## config.mk

```make
export PLATFORM = sky130hd
export DESIGN_NAME = bus_transceiver
export DESIGN_NICKNAME = d
export VERILOG_FILES = /design/src/pkg/xcvr_pkg.sv /design/src/hw/bus_transceiver.sv /design/src/hw/edge_capture.sv /design/src/hw/skid_buffer.sv
export SDC_FILE = /design/constraint.sdc
export NUM_CORES = 1
export LEC_CHECK = 0
export BUFFER_PORTS_ARGS = -buffer_cell sky130_fd_sc_hd__buf_2
export CAP_MARGIN = 25
export CORE_MARGIN = 4
export CORE_UTILIZATION = 40
export CTS_CLUSTER_DIAMETER = 120
export DETAILED_ROUTE_END_ITERATION = 6
export GPL_TIMING_DRIVEN = 0
export PLACE_DENSITY_LB_ADDON = 0.2
export SETUP_SLACK_MARGIN = 0.1
export SLEW_MARGIN = 20
export SYNTH_ARGS = -nofsm -noshare
export SYNTH_HDL_FRONTEND = slang
export SYNTH_HIERARCHICAL = 1
export SYNTH_SLANG_ARGS = --single-unit
```

## constraint.sdc

```tcl
create_clock -name pclk -period 3.2 [get_ports pclk]
set_input_delay 0.16 -clock pclk [delete_from_list [all_inputs] [get_ports pclk]]
set_output_delay 0.16 -clock pclk [all_outputs]
set_load 0.03 [all_outputs]
```

## src/pkg/xcvr_pkg.sv

```systemverilog
// constants for the octal registered bus transceiver
// assumes one 250 MHz clock pclk; device pins sampled synchronous to it
package xcvr_pkg;
    localparam int DATA_W = 8;
    localparam int BUF_DEPTH = 2;
    localparam int PTR_W = 1;
    // apb register map
    localparam logic [11:0] CTRL_OFFS = 12'h000;
    localparam logic [11:0] STATUS_OFFS = 12'h004;
    localparam logic [11:0] STORE_OFFS = 12'h008;
    // control field positions
    localparam int CTRL_OE_N_BIT = 0;
    localparam int CTRL_WAY_BIT = 1;
    localparam int CTRL_SAB_BIT = 2;
    localparam int CTRL_SBA_BIT = 3;
    localparam logic [3:0] CTRL_RESET = 4'h1;
    // status field positions
    localparam int STAT_AB_VALID_BIT = 0;
    localparam int STAT_BA_VALID_BIT = 1;
    localparam int STAT_DRV_A_BIT = 2;
    localparam int STAT_DRV_B_BIT = 3;
    localparam int STAT_BUF_FULL_BIT = 4;
endpackage : xcvr_pkg

```

## src/hw/bus_transceiver.sv

```systemverilog
// octal registered bus transceiver with apb control and capture readout
// assumes pins sampled on pclk; far side obeys the one-driver-per-bus rule
//
// Implementation choices: register access over APB and the address map.
`timescale 1ns/1ns
`default_nettype none
module bus_transceiver
    import xcvr_pkg::*;
(
    input wire logic pclk,
    input wire logic presetn,
    input wire logic psel,
    input wire logic penable,
    input wire logic pwrite,
    input wire logic [11:0] paddr,
    input wire logic [31:0] pwdata,
    output logic [31:0] prdata,
    output logic pready,
    output logic pslverr,
    input wire logic clk_a_to_b,
    input wire logic clk_b_to_a,
    input wire logic [xcvr_pkg::DATA_W-1:0] port_a_in,
    output logic [xcvr_pkg::DATA_W-1:0] port_a_out,
    output logic port_a_oe_n,
    input wire logic [xcvr_pkg::DATA_W-1:0] port_b_in,
    output logic [xcvr_pkg::DATA_W-1:0] port_b_out,
    output logic port_b_oe_n
);
    // ------------------------------------------------------------
    // control register
    // ------------------------------------------------------------
    logic [3:0] ctrl_q;
    logic output_enable_n;
    logic transfer_way;
    logic source_sel_a_to_b;
    logic source_sel_b_to_a;
    logic wr_en;
    logic rd_en;

    assign output_enable_n = ctrl_q[CTRL_OE_N_BIT];
    assign transfer_way = ctrl_q[CTRL_WAY_BIT];
    assign source_sel_a_to_b = ctrl_q[CTRL_SAB_BIT];
    assign source_sel_b_to_a = ctrl_q[CTRL_SBA_BIT];
    assign wr_en = psel & penable & pwrite;
    assign rd_en = psel & penable & ~pwrite;

    always_ff @(posedge pclk or negedge presetn) begin
        if (!presetn) begin
            ctrl_q <= CTRL_RESET;
        end else if (wr_en && pready && paddr == CTRL_OFFS) begin
            ctrl_q <= pwdata[3:0];
        end
    end

    // ------------------------------------------------------------
    // storage registers
    // ------------------------------------------------------------
    logic [DATA_W-1:0] store_ab;
    logic [DATA_W-1:0] store_ba;
    logic ab_valid;
    logic ba_valid;
    logic ab_load;
    logic ba_load;

    edge_capture u_cap_ab (
        .pclk(pclk),
        .presetn(presetn),
        .cap_clk(clk_a_to_b),
        .port_in(port_a_in),
        .stored_value(store_ab),
        .stored_valid(ab_valid),
        .load_pulse(ab_load)
    );

    edge_capture u_cap_ba (
        .pclk(pclk),
        .presetn(presetn),
        .cap_clk(clk_b_to_a),
        .port_in(port_b_in),
        .stored_value(store_ba),
        .stored_valid(ba_valid),
        .load_pulse(ba_load)
    );

    // ------------------------------------------------------------
    // output path
    // ------------------------------------------------------------
    logic drive_a;
    logic drive_b;
    logic [DATA_W-1:0] ab_src;
    logic [DATA_W-1:0] ba_src;

    assign drive_b = ~output_enable_n & transfer_way;
    assign drive_a = ~output_enable_n & ~transfer_way;
    assign ab_src = source_sel_a_to_b ? store_ab : port_a_in;
    assign ba_src = source_sel_b_to_a ? store_ba : port_b_in;

    // output is one pclk behind inputs: registered pins trade latency for timing
    // new contents pass on the same path
    always_ff @(posedge pclk or negedge presetn) begin
        if (!presetn) begin
            port_b_out <= '0;
        end else begin
            port_b_out <= drive_b ? ab_src : '0;
        end
    end

    always_ff @(posedge pclk or negedge presetn) begin
        if (!presetn) begin
            port_a_out <= '0;
        end else begin
            port_a_out <= drive_a ? ba_src : '0;
        end
    end

    // enables held off in reset so neither bus sees a driver early
    always_ff @(posedge pclk or negedge presetn) begin
        if (!presetn) begin
            port_b_oe_n <= 1'b1;
        end else begin
            port_b_oe_n <= ~drive_b;
        end
    end

    always_ff @(posedge pclk or negedge presetn) begin
        if (!presetn) begin
            port_a_oe_n <= 1'b1;
        end else begin
            port_a_oe_n <= ~drive_a;
        end
    end

    // ------------------------------------------------------------
    // capture buffer: both stores pushed on any load
    // ------------------------------------------------------------
    logic buf_in_ready;
    logic buf_out_valid;
    logic [2*DATA_W-1:0] buf_out_data;
    logic buf_pop;
    logic buf_push;
    logic [DATA_W-1:0] next_ab;
    logic [DATA_W-1:0] next_ba;

    // snapshot values as they will stand after this edge
    assign next_ab = ab_load ? port_a_in : store_ab;
    assign next_ba = ba_load ? port_b_in : store_ba;
    assign buf_push = ab_load | ba_load;
    assign buf_pop = rd_en & pready & (paddr == STORE_OFFS);

    // a full buffer drops snapshots; readout lags the pins, not the reverse
    skid_buffer u_buf (
        .pclk(pclk),
        .presetn(presetn),
        .in_valid(buf_push),
        .in_ready(buf_in_ready),
        .in_data({next_ba, next_ab}),
        .out_valid(buf_out_valid),
        .out_ready(buf_pop),
        .out_data(buf_out_data)
    );

    // ------------------------------------------------------------
    // apb slave: one wait state, answer in access cycle 2
    // ------------------------------------------------------------
    logic [31:0] rdata_d;
    logic known;

    always_comb begin
        rdata_d = 32'h0000_0000;
        known = 1'b1;
        case (paddr)
            CTRL_OFFS: rdata_d = {28'h0, ctrl_q};
            STATUS_OFFS: begin
                rdata_d[STAT_AB_VALID_BIT] = ab_valid;
                rdata_d[STAT_BA_VALID_BIT] = ba_valid;
                rdata_d[STAT_DRV_A_BIT] = ~port_a_oe_n;
                rdata_d[STAT_DRV_B_BIT] = ~port_b_oe_n;
                rdata_d[STAT_BUF_FULL_BIT] = ~buf_in_ready;
            end
            STORE_OFFS: begin
                rdata_d = {buf_out_valid, 15'h0, buf_out_data};
            end
            default: known = 1'b0;
        endcase
    end

    always_ff @(posedge pclk or negedge presetn) begin
        if (!presetn) begin
            pready <= 1'b0;
        end else begin
            pready <= psel & penable & ~pready;
        end
    end

    always_ff @(posedge pclk or negedge presetn) begin
        if (!presetn) begin
            prdata <= 32'h0000_0000;
        end else begin
            prdata <= rd_en & ~pready ? rdata_d : 32'h0000_0000;
        end
    end

    always_ff @(posedge pclk or negedge presetn) begin
        if (!presetn) begin
            pslverr <= 1'b0;
        end else begin
            pslverr <= psel & penable & ~pready & ~known;
        end
    end

    // ------------------------------------------------------------
    // checks
    // ------------------------------------------------------------
    // released when disabled
    a_disable_releases: assert property (@(posedge pclk) disable iff (!presetn)
        output_enable_n |=> port_a_oe_n && port_b_oe_n)
        else $error("port driven while disabled");
    a_single_driver: assert property (@(posedge pclk) disable iff (!presetn)
        port_a_oe_n || port_b_oe_n)
        else $error("both ports driven");
    a_live_to_b: assert property (@(posedge pclk) disable iff (!presetn)
        drive_b && !source_sel_a_to_b |=> !port_b_oe_n
            && port_b_out == $past(port_a_in))
        else $error("port_b not following live port_a");
    a_stored_to_b: assert property (@(posedge pclk) disable iff (!presetn)
        drive_b && source_sel_a_to_b |=> port_b_out == $past(store_ab))
        else $error("port_b not showing stored value");
    a_live_to_a: assert property (@(posedge pclk) disable iff (!presetn)
        drive_a && !source_sel_b_to_a |=> !port_a_oe_n
            && port_a_out == $past(port_b_in))
        else $error("port_a not following live port_b");
    a_stored_to_a: assert property (@(posedge pclk) disable iff (!presetn)
        drive_a && source_sel_b_to_a |=> port_a_out == $past(store_ba))
        else $error("port_a not showing stored value");
    a_way_selects: assert property (@(posedge pclk) disable iff (!presetn)
        !output_enable_n |=> port_b_oe_n == !$past(transfer_way))
        else $error("transfer_way ignored");
    a_load_isolated: assert property (@(posedge pclk) disable iff (!presetn)
        output_enable_n && ab_load ##1 1 |-> store_ab == $past(port_a_in))
        else $error("isolated load lost");
    a_apb_answer: assert property (@(posedge pclk) disable iff (!presetn)
        psel && penable && !pready |=> pready)
        else $error("apb answer late");

    a_released_zero: assert property (@(posedge pclk) disable iff (!presetn)
        (!port_a_oe_n || port_a_out == 8'h00)
            && (!port_b_oe_n || port_b_out == 8'h00))
        else $error("released port shows data");
    a_load_isolated_b: assert property (@(posedge pclk) disable iff (!presetn)
        output_enable_n && ba_load |=> store_ba == $past(port_b_in))
        else $error("isolated b-side load lost");
    a_stored_new_b: assert property (@(posedge pclk) disable iff (!presetn)
        drive_b && source_sel_a_to_b && ab_load
            ##1 drive_b && source_sel_a_to_b
            |=> port_b_out == $past(port_a_in, 2))
        else $error("port_b missed newly stored value");
    a_stored_new_a: assert property (@(posedge pclk) disable iff (!presetn)
        drive_a && source_sel_b_to_a && ba_load
            ##1 drive_a && source_sel_b_to_a
            |=> port_a_out == $past(port_b_in, 2))
        else $error("port_a missed newly stored value");

    // apb: control lands only on the answering edge
    a_ctrl_write: assert property (@(posedge pclk) disable iff (!presetn)
        wr_en && pready && paddr == CTRL_OFFS
            |=> ctrl_q == $past(pwdata[3:0]))
        else $error("control write lost");
    a_ctrl_holds: assert property (@(posedge pclk) disable iff (!presetn)
        !(wr_en && pready && paddr == CTRL_OFFS) |=> $stable(ctrl_q))
        else $error("control changed without a write");
    a_ready_pulse: assert property (@(posedge pclk) disable iff (!presetn)
        pready |=> !pready)
        else $error("pready held past one cycle");
    a_prdata_quiet: assert property (@(posedge pclk) disable iff (!presetn)
        !pready |-> prdata == 32'h0000_0000)
        else $error("read data outside answer");
    a_error_unmapped: assert property (@(posedge pclk) disable iff (!presetn)
        psel && penable && !pready && !known |=> pready && pslverr)
        else $error("unmapped access not refused");
    a_error_with_ready: assert property (@(posedge pclk) disable iff (!presetn)
        pslverr |-> pready)
        else $error("error without answer");

    c_b_stored: cover property (@(posedge pclk) disable iff (!presetn)
        drive_b && source_sel_a_to_b && ab_load);
    c_a_live: cover property (@(posedge pclk) disable iff (!presetn)
        drive_a && !source_sel_b_to_a);
    c_isolated_load: cover property (@(posedge pclk) disable iff (!presetn)
        output_enable_n && ba_load);
    c_buf_full: cover property (@(posedge pclk) disable iff (!presetn)
        !buf_in_ready);
    c_unmapped: cover property (@(posedge pclk) disable iff (!presetn)
        pready && pslverr);
endmodule : bus_transceiver
`default_nettype wire

```

## src/hw/edge_capture.sv

```systemverilog
// one direction's storage register, loaded on the rising edge of its clock pin
// assumes the clock pin is a plain input sampled on pclk
`timescale 1ns/1ns
`default_nettype none
module edge_capture
    import xcvr_pkg::*;
(
    input wire logic pclk,
    input wire logic presetn,
    input wire logic cap_clk,
    input wire logic [xcvr_pkg::DATA_W-1:0] port_in,
    output logic [xcvr_pkg::DATA_W-1:0] stored_value,
    output logic stored_valid,
    output logic load_pulse
);
    logic cap_clk_q;

    always_ff @(posedge pclk or negedge presetn) begin
        if (!presetn) begin
            cap_clk_q <= 1'b0;
        end else begin
            cap_clk_q <= cap_clk;
        end
    end

    assign load_pulse = cap_clk & ~cap_clk_q;

    always_ff @(posedge pclk or negedge presetn) begin
        if (!presetn) begin
            stored_value <= '0;
        end else if (load_pulse) begin
            stored_value <= port_in;
        end
    end

    // contents flagged invalid until first rise
    always_ff @(posedge pclk or negedge presetn) begin
        if (!presetn) begin
            stored_valid <= 1'b0;
        end else if (load_pulse) begin
            stored_valid <= 1'b1;
        end
    end

    a_store_holds: assert property (@(posedge pclk) disable iff (!presetn)
        !load_pulse |=> stored_value == $past(stored_value))
        else $error("stored value changed without a clock edge");
    a_store_loads: assert property (@(posedge pclk) disable iff (!presetn)
        load_pulse |=> stored_value == $past(port_in) && stored_valid)
        else $error("register did not load on clock edge");
endmodule : edge_capture
`default_nettype wire

```

## src/hw/skid_buffer.sv

```systemverilog
// two-entry buffer for captured words read out over apb
// assumes the drain side may stall; push ready goes only to status, so the source never waits
`timescale 1ns/1ns
`default_nettype none
module skid_buffer
    import xcvr_pkg::*;
(
    input wire logic pclk,
    input wire logic presetn,
    input wire logic in_valid,
    output logic in_ready,
    input wire logic [2*xcvr_pkg::DATA_W-1:0] in_data,
    output logic out_valid,
    input wire logic out_ready,
    output logic [2*xcvr_pkg::DATA_W-1:0] out_data
);
    logic [2*DATA_W-1:0] mem_q [BUF_DEPTH];
    logic [PTR_W-1:0] wr_q;
    logic [PTR_W-1:0] rd_q;
    logic [PTR_W:0] cnt_q;
    logic push;
    logic pop;

    assign in_ready = cnt_q != (PTR_W+1)'(BUF_DEPTH);
    assign out_valid = cnt_q != '0;
    assign out_data = mem_q[rd_q];
    assign push = in_valid & in_ready;
    assign pop = out_valid & out_ready;

    always_ff @(posedge pclk or negedge presetn) begin
        if (!presetn) begin
            wr_q <= '0;
            rd_q <= '0;
            cnt_q <= '0;
        end else begin
            if (push) wr_q <= wr_q + 1'b1;
            if (pop) rd_q <= rd_q + 1'b1;
            cnt_q <= cnt_q + (PTR_W+1)'(push) - (PTR_W+1)'(pop);
        end
    end

    always_ff @(posedge pclk) begin
        if (push) mem_q[wr_q] <= in_data;
    end

    a_no_overflow: assert property (@(posedge pclk) disable iff (!presetn)
        cnt_q <= (PTR_W+1)'(BUF_DEPTH))
        else $error("buffer overflow");
endmodule : skid_buffer
`default_nettype wire

```

==> run_results.csv, run 1 <==
group,metric,value,unit
clock_tree,insertion_delay,360,ps
finish,multiInputGateArea,1431,sq um
sta,finalHoldViolCount,0,
sta,skew,8.536,ps
global_routing,grt_overflow,0,
finish,n_fill_cell,933,
synthesis,synth_seq_cells,97,
synthesis,netlist_area,4189,sq um
min_path,min_from,"pwdata[1]",
finish,area_growth_syn_to_layout,20.13,%
critical_path,start_kind,"input port",
critical_path,cp_max_fo,16,
pwr,ir_drop,248.5,uV
detailed_routing,vias,2369,
detailed_routing,wl_per_cell,14.80,um
finish,drive_gt1_frac,0.4606,
floorplan,fp.dieArea,12170,sq um
global_routing,grt_pass1_vias,2463,
finish,final_cell_count_no_fill,529,
critical_path,cpPeakStageDelay,660,ps
synthesis,synth_ff_type,"dfrtp_1",
detailed_routing,ant_nets,0,
sta,holdWs,37.34,ps
synthesis,synth_cell_types,38,
finish,register_area,2591,sq um
sta,maxSlewViolCount,0,
place,io_buffers,73,
floorplan,die_h,110.3,um
sta,relSlewSlack,0.4359,
job,drv_cap,0,
sta,setup_viol,0,
sta,worstMarginPinSlew,845.3,ps
sta,finalCritPeriodShare,0.8049,
floorplan,die_w,110.3,um
sta,fin_crit,2576,ps
critical_path,rrSetupSlack,670,ps
floorplan,start_util,0.4076,
detailed_routing,drt_first_pass_iters,4,
detailed_routing,wl,7.831,mm
min_path,hold_end,"ctrl_q[1]$_DFFE_PN0P_",
finish,diodes,0,
detailed_routing,drc,0,
global_routing,antenna_found_initial,0,
place,hpwl,5.498,mm
critical_path,cp-end-kind,"flop",
synthesis,yosysWarnings,6,
finish,fin_nets,456,
critical_path,worst_r2r_startpoint,"u_cap_ba/cap_clk_q$_DFF_PN0_",
clock_tree,cts_sinks,97,
global_routing,track_usage,0.1394,
place,dp.cells,510,
clock_tree,path_clk_slew,80,ps
pwr,total_power,2.744,mW
status,status,"completed",
synthesis,syn_area_per_cell,14.65,sq um
global_routing,grt_max_degree,35,
critical_path,worstPathArrival,2560,ps
clock_tree,ctsResizeCount,0,
sta,timing.fmax,0.3882,GHz
clock_tree,post_cts.repair.setup_buffers,0,
floorplan,placeableCoreArea,10280,sq um
sta,finalSetupTns,0,ps
synthesis,async_reset_ff_frac,0.6701,
clock_tree,htreeDepth,3,
min_path,hold_depth,2,
clock_tree,cts_buffer_depth,2,
floorplan,ios,119,
sta,rsz0062_at_grt,"false",
pwr,p_per_area,545.3,nW/um^2
detailed_routing,drt-initial-drc-count,66,
min_path,hold_class,"in2reg",
critical_path,crit_chain,"dlygate4sd3_1 > buf_2 > nor2b_4 > buf_12 > clkbuf_1 > or2_2 > nand2_1 > nor2_2",
clock_tree,cts_tree,"yes",
critical_path,reg2reg_depth,6,
synthesis,synth_cells,286,
critical_path,crit_type,"in2reg",
pwr,p_leak,2.283,nW
clock_tree,cts_buffers,9,
critical_path,required,3190,ps
detailed_routing,vias_per_cell,4.478,
synthesis,yosysSeqAreaShare,0.6186,
clock_tree,cts_root_buffer,"clkbuf_8",
floorplan,rows,37,
critical_path,crit_slowest_cell,"nor2_2",
synthesis,synth-edff-count,32,
place,routabilityCongestion,0.7448,
global_routing,grt_pass1_wl,12.70,mm
critical_path,r2r_end,"u_buf/mem_q[0][0]$_DFFE_PP_",
==> metal layers <==
metal / global-route usage / wire, um / vias to the layer above / share of wire
met5: 0 / 0 / - / 0
met4: 0.06596 / 147 / 0 / 0.019
met3: 0.02854 / 407 / 13 / 0.052
met2: 0.2110 / 3530 / 61 / 0.45
met1: 0.1923 / 3745 / 1135 / 0.48
li1: - / - / 1160 / -
==> final cells by class <==
cell class                      instances  share of cell area
Sequential cell                        97              0.5149
Clock buffer                           13             0.03183
Clock inverter                          3            0.007956
Timing Repair Buffer                   77             0.08304
Tap cell                              136             0.03381
Multi-Input combinational cell        172              0.2844
Buffer                                 28             0.04177
Inverter                                3            0.002238
==> sequential cells by signal (all words and copies together), names as in the netlist <==
signal,count
ctrl_q,4
u_buf/rd_q,1
pslverr,1
u_cap_ab/stored_value,8
prdata,17
pready,1
port_b_oe_n,1
u_cap_ab/stored_valid,1
u_cap_ba/cap_clk_q,1
port_a_oe_n,1
port_a_out,8
u_buf/wr_q,1
u_cap_ba/stored_valid,1
u_buf/cnt_q,2
u_cap_ba/stored_value,8
u_buf/mem_q,32
port_b_out,8
u_cap_ab/cap_clk_q,1
==> cell usage after synthesis, types with 3 or more instances <==
library cell	number	share of area
dfrtp_1	62	0.37
mux2_2	36	0.097
edfxtp_1	32	0.23
nor2_1	28	0.025
mux2i_1	20	0.048
mux2_4	16	0.057
buf_4	15	0.027
clkbuf_1	8	0.0072
and2_2	7	0.013
and2_1	5	0.0075
nand2_1	5	0.0045
or2_2	5	0.0075
a21oi_1	4	0.0048
nor2b_1	4	0.0060
dfstp_2	3	0.019
inv_1	3	0.0027
nand2b_1	3	0.0045
o21ai_0	3	0.0036
xnor2_1	3	0.0063
==> how the worst max path moves through the flow <==
stage	from	end	slack, ps	cells after the start
5_1_grt	clk_a_to_b	u_buf/mem_q[0][0]$_DFFE_PP_	420	8
3_3_place_gp	u_cap_ab/cap_clk_q$_DFF_PN0_	u_buf/mem_q[0][12]$_DFFE_PP_	210	6
6_report	clk_a_to_b	u_buf/mem_q[0][0]$_DFFE_PP_	620	8
2_1_floorplan	paddr[5]	u_buf/cnt_q[1]$_DFF_PN0_	740	8
3_5_place_dp	paddr[5]	u_buf/cnt_q[1]$_DFF_PN0_	400	9
4_1_cts	clk_a_to_b	u_buf/mem_q[0][12]$_DFFE_PP_	560	8
==> cells in the final DEF, fill, tap and decap left out, drive strengths merged, types with 6 or more instances in the layout <==
cell type and n:
and2 12, buf 94, clkbuf 21, conb 15
dfrtp 62, edfxtp 32, mux2 52, mux2i 20
nor2 28, nor2b 6
==> repair_timing <==
| item | 4_1_cts | 5_1_grt |
|---|---|---|
| hold buffers | 3 | 0 |
| hold endpoints to repair | 30 | 0 |
| endpoints found under the setup margin | 0 | 0 |
==> stage by stage <==
stage	util	cell area (sq um)	worst slack, ps
final	0.4897	5032	624.2
after global routing	0.4897	5032	425.0
after CTS	0.4897	5032	560.8
after detailed placement	0.4673	4802	402.4
after global placement	0.4648	4777	213.0
after floorplan	-	4242	735.5
==> where the power goes <==
part | internal (mW) | switching (mW)
logic | 0.189 | 0.216
clock network | 0.408 | 0.402
registers | 1.46 | 0.0684
total | 2.06 | 0.686
==> kinds of logic after synthesis <==
logic type / share of synthesized area
AOI/OAI and AO/OA: 0.01464
xor gates and xnor gates: 0.006274
adders and majority gates: 0.002986
buffers and inverters: 0.05287
DFF: 0.6186
muxes: 0.2019
other: 0.0008952
and+or+nand+nor: 0.1019
==> worst max-delay path, delay by kind of cell <==
family / cells / cell delay [ps]
buffers and inverters: 4 / 1200
and+or+nand+nor: 4 / 1200
Power figures use the tool's default switching activity.
==> inputs of run 2 (changes only) <==
clock period = 2.45 ns   (was 3.2 ns; I/O delays follow)
==> run 2 against run 1 <==
Clock skew rose by 1.1 ps; die area stayed put; highest routed layer unchanged; core utilization up 1.2 points; sequential power rose by 31%; count of clock-buffer cells in the layout is 2 lower; via count rose by 2.4%; first-iteration DRC count grew 45%; critical path depth rose by 1.
==> run_results.csv, run 2 (same netlist as run 1, synthesis figures left out) <==
group,metric,value,unit
clock_tree,path_clk_slew,90,ps
floorplan,ios,119,
global_routing,antenna_found_initial,0,
critical_path,cp_max_fo,6,
critical_path,worst_r2r_startpoint,"u_cap_ba/cap_clk_q$_DFF_PN0_",
global_routing,grt_pass1_vias,2480,
pwr,p_per_area,690.2,nW/um^2
critical_path,cpLargestDelayFamily,"simple AND/OR/NAND/NOR gates",
min_path,hold_depth,2,
global_routing,track_usage,0.1444,
detailed_routing,drt-initial-drc-count,96,
global_routing,grtUsageMet2,0.2123,
critical_path,worstPathArrival,2340,ps
clock_tree,cts_buffers,9,
finish,drive_gt1_frac,0.4516,
finish,largest_register,"u_buf/mem_q",
critical_path,cpPeakStageDelay,560,ps
min_path,min_from,"port_b_in[4]",
detailed_routing,vias_per_cell,4.499,
finish,fin_nets,466,
pwr,p_leak,2.328,nW
detailed_routing,wl_per_cell,14.93,um
finish,layout_commonest_cell,"buf_2",
sta,timing.fmax,0.4802,GHz
finish,fin_util,0.5015,
critical_path,reg2reg_depth,8,
sta,fin_crit,2083,ps
clock_tree,cts_sinks,97,
clock_tree,insertion_delay,370,ps
place,io_buffers,73,
critical_path,crit_buf_inv,1,
place,dp.cells,510,
critical_path,rrSetupSlack,610,ps
finish,diodes,0,
global_routing,gr-usage-met3,0.03203,
detailed_routing,ant_nets,0,
sta,finalHoldViolCount,0,
floorplan,fp.dieArea,12170,sq um
floorplan,die_w,110.3,um
critical_path,crit_chain,"buf_2 > or4_4 > or4_4 > nor4_4 > nand3_1 > o21ai_0 > nor2_1 > ha_1 > xnor2_1",
clock_tree,cts_root_buffer,"clkbuf_8",
critical_path,crit_top_cell,"or4_4",
place,hpwl,5.650,mm
detailed_routing,drt_first_pass_iters,4,
sta,worstMarginPinSlew,788.6,ps
sta,relSlewSlack,0.4743,
global_routing,grt_max_degree,42,
clock_tree,htreeDepth,3,
finish,final_cell_count_no_fill,539,
detailed_routing,drc,0,
critical_path,start_kind,"input port",
job,drv_cap,0,
critical_path,crit_slowest_cell,"or4_4",
sta,maxSlewViolCount,0,
global_routing,grt_overflow,0,
clock_tree,cts_buffer_depth,2,
clock_tree,cts_tree,"yes",
detailed_routing,vias,2425,
floorplan,placeableCoreArea,10280,sq um
sta,skew,9.674,ps
place,routabilityCongestion,0.7813,
finish,final_cell_mix,"73 x buf_2, 62 x dfrtp_1, 36 x mux2_2",
finish,largest_reg_flops,32,
min_path,hold_end,"u_cap_ba/stored_value[4]$_DFFE_PN0P_",
sta,finalCritPeriodShare,0.8500,
global_routing,top_usage_layer,"met2",
finish,area_growth_syn_to_layout,23.03,%
critical_path,cp-end-kind,"flop",
detailed_routing,wl,8.047,mm
finish,top_regs,"u_buf/mem_q: 32 flops, prdata: 17 flops",
critical_path,crit_type,"in2reg",
sta,setup_viol,0,
floorplan,rows,37,
min_path,hold_class,"in2reg",
global_routing,met1_usage,0.2039,
floorplan,start_util,0.4076,
pwr,total_power,3.557,mW
floorplan,die_h,110.3,um
critical_path,r2r_end,"u_buf/cnt_q[1]$_DFF_PN0_",
critical_path,required,2710,ps
status,status,"completed",
sta,rsz0062_at_grt,"false",
global_routing,grt_pass1_wl,12.88,mm
pwr,ir_drop,261.7,uV
[run 2: changes by cell type in the layout (fill, tap and decap cells not counted), sizes merged]
cell         before  now
buf              94   95
clkbuf           21   17
clkinv            2    4
dlygate4sd3       3   14
[run 2: per-stage QoR]
step	TNS, ps	worst slack [ps]	instance area, sq um	hold slack [ps]
floorplan	0	121.9	4248	-173.1
global placement	-9327	-535.6	4783	247.1
detailed placement	-4800	-196.9	4808	66.95
CTS	0	194.8	5152	0.2123
global route	0	249.6	5154	1.858
finish	0	367.4	5154	21.11
[run 2: how the worst max path moves through the flow]
stage	cells past startpoint	start	slack (ps)	endpoint
6_report	9	paddr[5]	370	u_buf/cnt_q[1]$_DFF_PN0_
3_5_place_dp	6	u_cap_ab/cap_clk_q$_DFF_PN0_	-200	u_buf/mem_q[0][12]$_DFFE_PP_
2_1_floorplan	6	u_cap_ba/cap_clk_q$_DFF_PN0_	120	u_buf/mem_q[0][0]$_DFFE_PP_
4_1_cts	5	u_cap_ab/cap_clk_q$_DFF_PN0_	190	u_buf/mem_q[1][3]$_DFFE_PP_
5_1_grt	9	paddr[5]	250	u_buf/cnt_q[1]$_DFF_PN0_
3_3_place_gp	6	u_cap_ab/cap_clk_q$_DFF_PN0_	-540	u_buf/mem_q[0][15]$_DFFE_PP_
[run 2: per-layer routing]
| layer | wire [um] | part of all wire | vias up |
|---|---|---|---|
| li1 | - | - | 1176 |
| met1 | 3927 | 0.49 | 1183 |
| met2 | 3604 | 0.45 | 55 |
| met3 | 346 | 0.043 | 11 |
| met4 | 169 | 0.021 | 0 |
| met5 | 0 | 0 | - |
[run 2: layout make-up]
cell class | instances | area [sq um]
Clock buffer | 11 | 131.4
Fill cell | 944 | 5124
Timing Repair Buffer | 89 | 548.0
Tap cell | 136 | 170.2
Sequential cell | 97 | 2591
Inverter | 3 | 11.26
Clock inverter | 5 | 46.29
Buffer | 26 | 202.7
Multi-Input combinational cell | 172 | 1453
[run 2: worst register-to-register path, cell delays in order, from the launching register on]
cell and delay, ps:
dfrtp_1 380, nor2b_4 50, buf_12 150, or2_2 370
nor2b_1 160, a211oi_1 250, nor2_1 80, ha_1 190
xnor2_1 120
[run 2: power by group]
part	internal (mW)	total, mW	switching, mW
sequential	1.91	2.00	0.0929
clock	0.462	0.984	0.523
combinational	0.280	0.575	0.295
[run 2: repair_timing]
action	CTS	global route
hold buffers	14	0
setup buffers	1	0
gates resized for setup	2	1
cloned	0	0
pin swaps	1	0
setup endpoints to repair	32	1
endpoints found under the hold margin	37	0
